===== config.mk =====
export PLATFORM = sky130hd
export DESIGN_NAME = sers_read_slave
export DESIGN_NICKNAME = d
export VERILOG_FILES = /design/src/design/sers_pkg.sv /design/src/design/sers_read_slave.sv
export SDC_FILE = /design/constraint.sdc
export NUM_CORES = 2
export LEC_CHECK = 0
export BUFFER_PORTS_ARGS = -buffer_cell sky130_fd_sc_hd__buf_4
export CAP_MARGIN = 30
export CORE_MARGIN = 5
export CORE_UTILIZATION = 40
export DETAILED_ROUTE_END_ITERATION = 8
export PLACE_DENSITY_LB_ADDON = 0.12
export SETUP_SLACK_MARGIN = 0.5
export SYNTH_ARGS = -nofsm -noshare
export SYNTH_HDL_FRONTEND = slang
export SYNTH_SLANG_ARGS = --single-unit

===== constraint.sdc =====
create_clock -name clk -period 7.2 [get_ports clk]
set_input_delay 1.08 -clock clk [delete_from_list [all_inputs] [get_ports clk]]
set_output_delay 1.08 -clock clk [all_outputs]
set_load 0.1 [all_outputs]

===== src/design/sers_pkg.sv =====
package sers_pkg;
  localparam logic [3:0] DEV_CODE = 4'ha;
  localparam int CODE_MSB = 7;
  localparam int CODE_LSB = 4;
  localparam int RW_BIT = 0;
  localparam logic [3:0] BITS_RX = 4'h8;
  localparam logic [3:0] LAST_TX_SHIFT = 4'h7;
  localparam int DEF_ADDR_W = 8;

  typedef enum logic [2:0] {
    ST_IDLE,
    ST_RX_CTRL,
    ST_ACK_CTRL,
    ST_RX_WADDR,
    ST_ACK_WADDR,
    ST_TX,
    ST_RACK,
    ST_IGNORE
  } sers_state_e;
endpackage


===== src/design/sers_read_slave.sv =====
`timescale 1ns/10ps
module sers_read_slave
  import sers_pkg::*;
#(
  parameter int ADDR_W = DEF_ADDR_W
) (
  input wire logic clk, // System clock
  input wire logic srst, // Synchronous reset
  input wire logic scl_i, // Serial clock pin
  input wire logic sda_i, // Serial data pin level
  output logic sda_o, // Serial data drive value
  output logic sda_oe, // Serial data pull-low enable
  input wire logic supply_low, // Supply below trip level
  input wire logic prog_busy, // Programming cycle running
  input wire logic mem_we, // Array write strobe
  input wire logic [ADDR_W-1:0] mem_waddr, // Array write address
  input wire logic [7:0] mem_wdata, // Array write data
  output logic rd_active, // Slave is transmitting a read
  output logic [ADDR_W-1:0] addr_ptr // Current address counter
);
  localparam int DEPTH = 1 << ADDR_W;

  // Refused at elaboration: the pointer is loaded from one address byte
  if (ADDR_W < 1 || ADDR_W > 8) begin : g_bad_addr_w
    $error("ADDR_W must be 1 to 8");
  end

  typedef struct packed {
    logic scl1;
    logic scl2;
    logic scl3;
    logic sda1;
    logic sda2;
    logic sda3;
    logic low1;
    logic low2;
    logic busy1;
    logic busy2;
    sers_state_e state;
    logic [3:0] bitcnt;
    logic [7:0] shreg;
    logic mack;
    logic sda_o;
    logic sda_oe;
    logic [ADDR_W-1:0] ptr;
    logic [ADDR_W-1:0] fptr;
    logic [1:0][7:0] bdat;
    logic bhead;
    logic [1:0] bcnt;
    logic rd_act;
  } sers_st_s;

  sers_st_s st_r;
  sers_st_s st_nxt;
  logic [7:0] mem [DEPTH];

  logic scl_rise;
  logic scl_fall;
  logic start_c;
  logic stop_c;
  logic pop;
  logic push;
  logic flush;
  logic [ADDR_W-1:0] flush_addr;
  logic widx;
  logic [7:0] head_byte;

  // Edges use the second and third stages only
  assign scl_rise = st_r.scl2 & ~st_r.scl3;
  assign scl_fall = ~st_r.scl2 & st_r.scl3;
  assign start_c = st_r.scl2 & st_r.scl3 & ~st_r.sda2 & st_r.sda3;
  assign stop_c = st_r.scl2 & st_r.scl3 & st_r.sda2 & ~st_r.sda3;
  assign head_byte = st_r.bdat[st_r.bhead];

  always_comb begin
    st_nxt = st_r;
    pop = 1'b0;
    flush = 1'b0;
    flush_addr = st_r.ptr;
    st_nxt.scl1 = scl_i;
    st_nxt.scl2 = st_r.scl1;
    st_nxt.scl3 = st_r.scl2;
    st_nxt.sda1 = sda_i;
    st_nxt.sda2 = st_r.sda1;
    st_nxt.sda3 = st_r.sda2;
    st_nxt.low1 = supply_low;
    st_nxt.low2 = st_r.low1;
    st_nxt.busy1 = prog_busy;
    st_nxt.busy2 = st_r.busy1;
    if (start_c) begin
      // Repeated start keeps the pointer; prefetch restarts from it
      st_nxt.state = ST_RX_CTRL;
      st_nxt.bitcnt = '0;
      st_nxt.sda_oe = 1'b0;
      flush = 1'b1;
    end else if (stop_c) begin
      st_nxt.state = ST_IDLE;
      st_nxt.sda_oe = 1'b0;
    end else begin
      unique case (st_r.state)
        ST_IDLE, ST_IGNORE: begin
          st_nxt.sda_oe = 1'b0;
        end
        ST_RX_CTRL, ST_RX_WADDR: begin
          if (scl_rise && st_r.bitcnt < BITS_RX) begin
            st_nxt.shreg = {st_r.shreg[6:0], st_r.sda2};
            st_nxt.bitcnt = st_r.bitcnt + 4'h1;
          end else if (scl_fall && st_r.bitcnt == BITS_RX) begin
            st_nxt.bitcnt = '0;
            if (st_r.busy2) begin
              st_nxt.state = ST_IGNORE;
            end else if (st_r.state == ST_RX_WADDR) begin
              st_nxt.ptr = st_r.shreg[ADDR_W-1:0];
              flush = 1'b1;
              flush_addr = st_r.shreg[ADDR_W-1:0];
              st_nxt.sda_oe = 1'b1;
              st_nxt.state = ST_ACK_WADDR;
            end else if (st_r.shreg[CODE_MSB:CODE_LSB] == DEV_CODE) begin
              st_nxt.sda_oe = 1'b1;
              st_nxt.state = ST_ACK_CTRL;
            end else begin
              st_nxt.state = ST_IGNORE;
            end
          end
        end
        ST_ACK_CTRL: begin
          if (scl_fall) begin
            if (st_r.shreg[RW_BIT]) begin
              // First data bit goes out on the fall that ends the ack
              pop = 1'b1;
              st_nxt.shreg = head_byte;
              st_nxt.sda_oe = ~head_byte[7];
              st_nxt.ptr = st_r.ptr + 1'b1;
              st_nxt.state = ST_TX;
            end else begin
              st_nxt.sda_oe = 1'b0;
              st_nxt.state = ST_RX_WADDR;
            end
          end
        end
        ST_ACK_WADDR: begin
          // Data bytes of a write are outside this block
          if (scl_fall) begin
            st_nxt.sda_oe = 1'b0;
            st_nxt.state = ST_IGNORE;
          end
        end
        ST_TX: begin
          if (scl_fall) begin
            if (st_r.bitcnt == LAST_TX_SHIFT) begin
              st_nxt.sda_oe = 1'b0;
              st_nxt.bitcnt = '0;
              st_nxt.state = ST_RACK;
            end else begin
              st_nxt.shreg = {st_r.shreg[6:0], 1'b0};
              st_nxt.sda_oe = ~st_r.shreg[6];
              st_nxt.bitcnt = st_r.bitcnt + 4'h1;
            end
          end
        end
        ST_RACK: begin
          if (scl_rise) begin
            st_nxt.mack = ~st_r.sda2;
          end else if (scl_fall) begin
            if (st_r.mack && st_r.bcnt != 2'h0 && !st_r.busy2) begin
              pop = 1'b1;
              st_nxt.shreg = head_byte;
              st_nxt.sda_oe = ~head_byte[7];
              st_nxt.ptr = st_r.ptr + 1'b1;
              st_nxt.state = ST_TX;
            end else begin
              st_nxt.sda_oe = 1'b0;
              st_nxt.state = ST_IDLE;
            end
          end
        end
      endcase
    end
    // Registered so the status output comes straight from a flip-flop
    st_nxt.rd_act = (st_nxt.state == ST_TX) || (st_nxt.state == ST_RACK);
    // Two-entry prefetch buffer between array and shifter; shifter stalls it
    push = (st_r.bcnt != 2'h2);
    widx = st_r.bhead ^ st_r.bcnt[0];
    if (flush) begin
      st_nxt.bcnt = '0;
      st_nxt.fptr = flush_addr;
    end else begin
      st_nxt.bhead = st_r.bhead ^ pop;
      st_nxt.bcnt = st_r.bcnt + {1'b0, push} - {1'b0, pop};
      if (push) begin
        st_nxt.bdat[widx] = mem[st_r.fptr];
        st_nxt.fptr = st_r.fptr + 1'b1;
      end
    end
  end

  always_ff @(posedge clk) begin
    if (srst) begin
      st_r <= '0;
      st_r.scl1 <= 1'b1;
      st_r.scl2 <= 1'b1;
      st_r.scl3 <= 1'b1;
      st_r.sda1 <= 1'b1;
      st_r.sda2 <= 1'b1;
      st_r.sda3 <= 1'b1;
      st_r.state <= ST_IDLE;
    end else begin
      st_r <= st_nxt;
    end
  end

  // Array load is refused while supply is low
  always_ff @(posedge clk) begin
    if (mem_we && !st_r.low2) begin
      mem[mem_waddr] <= mem_wdata;
    end
  end

  assign sda_o = st_r.sda_o;
  assign sda_oe = st_r.sda_oe;
  assign rd_active = st_r.rd_act;
  assign addr_ptr = st_r.ptr;
endmodule


==> Implementation_results.wiki <==
{| class="wikitable"
! Metric !! Value
|-
| Largest net degree at the start of global routing || between 150 and 200
|-
| Power Dens Cells || 314.0 nW/µm²
|-
| Worst slack after detailed placement || roughly 2.7 ns
|-
| Port Buffer Count || 32
|-
| Via count of the first global-routing pass || approximately 42000
|-
| Setup repair after global routing missed its margin || false
|-
| CP Launch Type || register
|-
| Die width || between 400 and 500 µm
|-
| Initial antenna violation count || 7
|-
| 1st-pass router iterations || 5
|-
| Wire length of the first global-routing pass || 327200 µm
|-
| Mapped Nets || roughly 4200
|-
| Count of buffers added by post-CTS timing repair for setup || 0
|-
| Synth unique cells || 89
|-
| DR iter-0 viols || 4230
|-
| Number of hold violations in the final report || 0
|-
| Via density per instance || approximately 5.7
|-
| Run status || finished clean
|-
| Worst-path maximum fanout || 38
|-
| Share of flip-flops with an asynchronous set or reset || 0%
|-
| Antenna-violating nets left || 0
|-
| GPL Wtd Cong || just over 0.8
|-
| Slew Limit Fails || 0
|-
| Area grow syn2layout || 12.20%
|-
| H-tree levels || 4
|-
| Transition time at the pin with the least slew margin || approximately 1.1 ns
|-
| Clock tree from TritonCTS || built
|-
| Worst Slack Setup Final || 2.737 ns
|-
| Number of nets in the final layout || between 4000 and 5000
|-
| Leading cell types in the layout, fill and taps excluded || sky130_fd_sc_hd__edfxtp_1 (2048), sky130_fd_sc_hd__mux4_2 (456), sky130_fd_sc_hd__nor2_1 (345)
|-
| Nature of the critical path endpoint || register
|-
| Overall global routing resource usage || about a fifth
|-
| Total wirelength of the detailed-routed design || about 230000 µm
|-
| Slew HR || about a quarter
|-
| Worst hold-check path type || reg2reg
|-
| Worst Path Arrival || around 5.2 ns
|-
| Final Skew || 0.04393 ns
|-
| Number of clock buffers inserted by TritonCTS || about 220
|-
| Core outline area || 207500 µm²
|-
| Drt wl/cell || approximately 32 µm
|-
| Required time reported for the critical path endpoint || roughly 8.0 ns
|-
| Total grt overflow || 0
|-
| CTS root buf || sky130_fd_sc_hd__clkbuf_16
|-
| Skew-Pair Late Insertion Delay || about 0.86 ns
|-
| Number of maximum-capacitance violations || 0
|-
| Highest clock rate || between 0.2 and 0.25 GHz
|-
| Post-CTS Hold Buffers || 0
|-
| Num ports || 34
|-
| Final TNS setup || 0 ns
|-
| Synthesized cell area || 83560 µm²
|-
| Fin crit period || between 4 and 5 ns
|-
| Die Area || 218100 µm²
|-
| Classification of the worst setup path || reg2reg
|-
| Via count || 41310
|-
| Share of cells above drive strength 1 || between 20% and 30%
|-
| Lkg Pwr || ~29 nW
|-
| Maximum VDD drop || between 0.2 and 0.3 mV
|-
| Worst-path clk slew || approximately 0.060 ns
|-
| Share of synthesized area occupied by flip-flops and latches || about three quarters
|-
| Final setup vio count || 0
|-
| Clk buf depth || 3
|-
| Fin util || 45.19%
|-
| Count of clock tree sinks || between 2000 and 2500
|-
| DIE HEIGHT || around 470 µm
|-
| Most common flop cell mapped by yosys || sky130_fd_sc_hd__edfxtp_1
|-
| Instance count of the mapped netlist || between 4000 and 5000
|-
| Yosys warning total || 0
|-
| Half-perimeter wire length after placement || ~140000 µm
|-
| Cells resized by post-CTS repair || 0
|-
| Count of flip-flops with a built-in enable after synthesis || just over 2000
|-
| Synthesis-stage register bit count || between 2000 and 2500
|-
| Row cnt || between 150 and 200
|-
| Part of the cycle the worst path needs || approximately 62%
|-
| Average footprint of a synthesized cell || between 20 and 25 µm²
|-
| Most frequent standard cell in the layout excluding fill and tap cells || sky130_fd_sc_hd__edfxtp_1
|-
| Initial cell density of the core || a little over 40%
|-
| Drt drc || 0
|}
state kept, by name (all words and copies together), names as in the netlist, named ones only:
| signal | cells |
|---|---|
| sda_oe | 1 |
| st_r | 31 |
| addr_ptr | 8 |
| st_nxt | 6 |
| mem | 2048 |
| rd_active | 1 |
kinds of logic (layout without fill, tap and decap cells):
| kind of cell | after synthesis | after routing | share of synthesized area, % |
|---|---|---|---|
| other cells | 1 | 7 | 0.004488 |
| simple gates | 678 | 678 | 3.734 |
| xor+xnor | 12 | 12 | 0.1258 |
| buf+inv | 276 | 552 | 2.158 |
| mux | 674 | 674 | 15.36 |
| flops | 2119 | 2119 | 75.30 |
| fa+ha+maj | 6 | 6 | 0.08984 |
| compound gates | 380 | 380 | 3.227 |
metal layers:
layer	track usage [%]	part of all wire [%]	up-vias
li1	-	-	17360
met1	30.17	44	22310
met2	33.56	48	1340
met3	3.765	5.9	286
met4	5.241	2.4	2
met5	0	0.0048	-
area by class of cell:
cell class	instances	area, µm²
fill	17610	113700
sequential	2119	62940
multi-input combinational	1751	18880
clock buffer	270	5658
tap	2788	3488
timing repair buffer	137	1451
clock inverter	126	1252
inverter	19	72.57
antenna	6	15.01
synth_stat cells (8+ instances only):
cell / number / area share (%)
sky130_fd_sc_hd__a2111oi_0: 11 / 0.12
sky130_fd_sc_hd__a211oi_1: 27 / 0.24
sky130_fd_sc_hd__a21oi_1: 48 / 0.29
sky130_fd_sc_hd__a22o_1: 10 / 0.10
sky130_fd_sc_hd__a22oi_1: 49 / 0.44
sky130_fd_sc_hd__a31oi_1: 12 / 0.090
sky130_fd_sc_hd__buf_1: 13 / 0.058
sky130_fd_sc_hd__buf_12: 9 / 0.22
sky130_fd_sc_hd__buf_2: 46 / 0.28
sky130_fd_sc_hd__buf_4: 50 / 0.45
sky130_fd_sc_hd__buf_6: 38 / 0.51
sky130_fd_sc_hd__buf_8: 8 / 0.14
sky130_fd_sc_hd__clkbuf_1: 93 / 0.42
sky130_fd_sc_hd__dfxtp_1: 71 / 1.7
sky130_fd_sc_hd__edfxtp_1: 2048 / 74
sky130_fd_sc_hd__inv_1: 16 / 0.072
sky130_fd_sc_hd__mux2_2: 46 / 0.62
sky130_fd_sc_hd__mux2i_1: 152 / 1.8
sky130_fd_sc_hd__mux4_1: 20 / 0.63
sky130_fd_sc_hd__mux4_2: 456 / 12
sky130_fd_sc_hd__nand2_1: 96 / 0.43
sky130_fd_sc_hd__nand2b_1: 19 / 0.14
sky130_fd_sc_hd__nand3_1: 43 / 0.26
sky130_fd_sc_hd__nand4_1: 14 / 0.10
sky130_fd_sc_hd__nor2_1: 345 / 1.5
sky130_fd_sc_hd__nor2b_1: 35 / 0.26
sky130_fd_sc_hd__nor3_1: 51 / 0.31
sky130_fd_sc_hd__nor4_1: 8 / 0.060
sky130_fd_sc_hd__o211ai_1: 12 / 0.11
sky130_fd_sc_hd__o21ai_0: 26 / 0.16
sky130_fd_sc_hd__o21ai_1: 16 / 0.096
sky130_fd_sc_hd__o221ai_1: 13 / 0.14
sky130_fd_sc_hd__o22ai_1: 83 / 0.62
sky130_fd_sc_hd__o32ai_1: 15 / 0.16
sky130_fd_sc_hd__or2_2: 12 / 0.090
through the flow:
step	instances	instance area [µm²]	power [mW]	hold slack, ns
3_3_place_gp	6793	86500	18.77	0.4066
2_1_floorplan	4146	83560	17.31	0.3895
4_1_cts	7208	93720	29.75	0.3476
5_1_grt	7210	93740	30.49	0.4042
6_report	7216	93750	29.44	0.4106
3_5_place_dp	6812	86810	18.78	0.4033
path summary, 6_finish.rpt:
path | slack, ns | to | start | depth (start not counted)
setup reg to reg | 2.74 | register | register | 9
setup / recovery | 2.74 | register | register | 9
hold / removal | 0.41 | st_nxt[58]$_SDFF_PP1_ | st_nxt[59]$_SDFF_PP1_ | 1
hold reg to reg | 0.41 | st_nxt[58]$_SDFF_PP1_ | st_nxt[59]$_SDFF_PP1_ | 1
worst max-delay path, stage by stage (launching register included):
cell and delay, ns:
sky130_fd_sc_hd__dfxtp_4 0.90, sky130_fd_sc_hd__buf_4 0.62, sky130_fd_sc_hd__buf_4 0.38, sky130_fd_sc_hd__mux4_2 0.55, sky130_fd_sc_hd__mux2_2 0.34, sky130_fd_sc_hd__o22ai_1 0.36, sky130_fd_sc_hd__o41ai_2 0.17, sky130_fd_sc_hd__a22oi_1 0.58
sky130_fd_sc_hd__a311oi_2 0.12, sky130_fd_sc_hd__a22o_1 0.27
power by group:
group / leakage (nW) / internal [mW] / switching (mW)
Clock: 3.38 / 6.23 / 4.75
Sequential: 19.0 / 13.6 / 0.214
Combinational: 6.13 / 1.95 / 2.69
No activity file was read; power rests on OpenSTA's default activity.
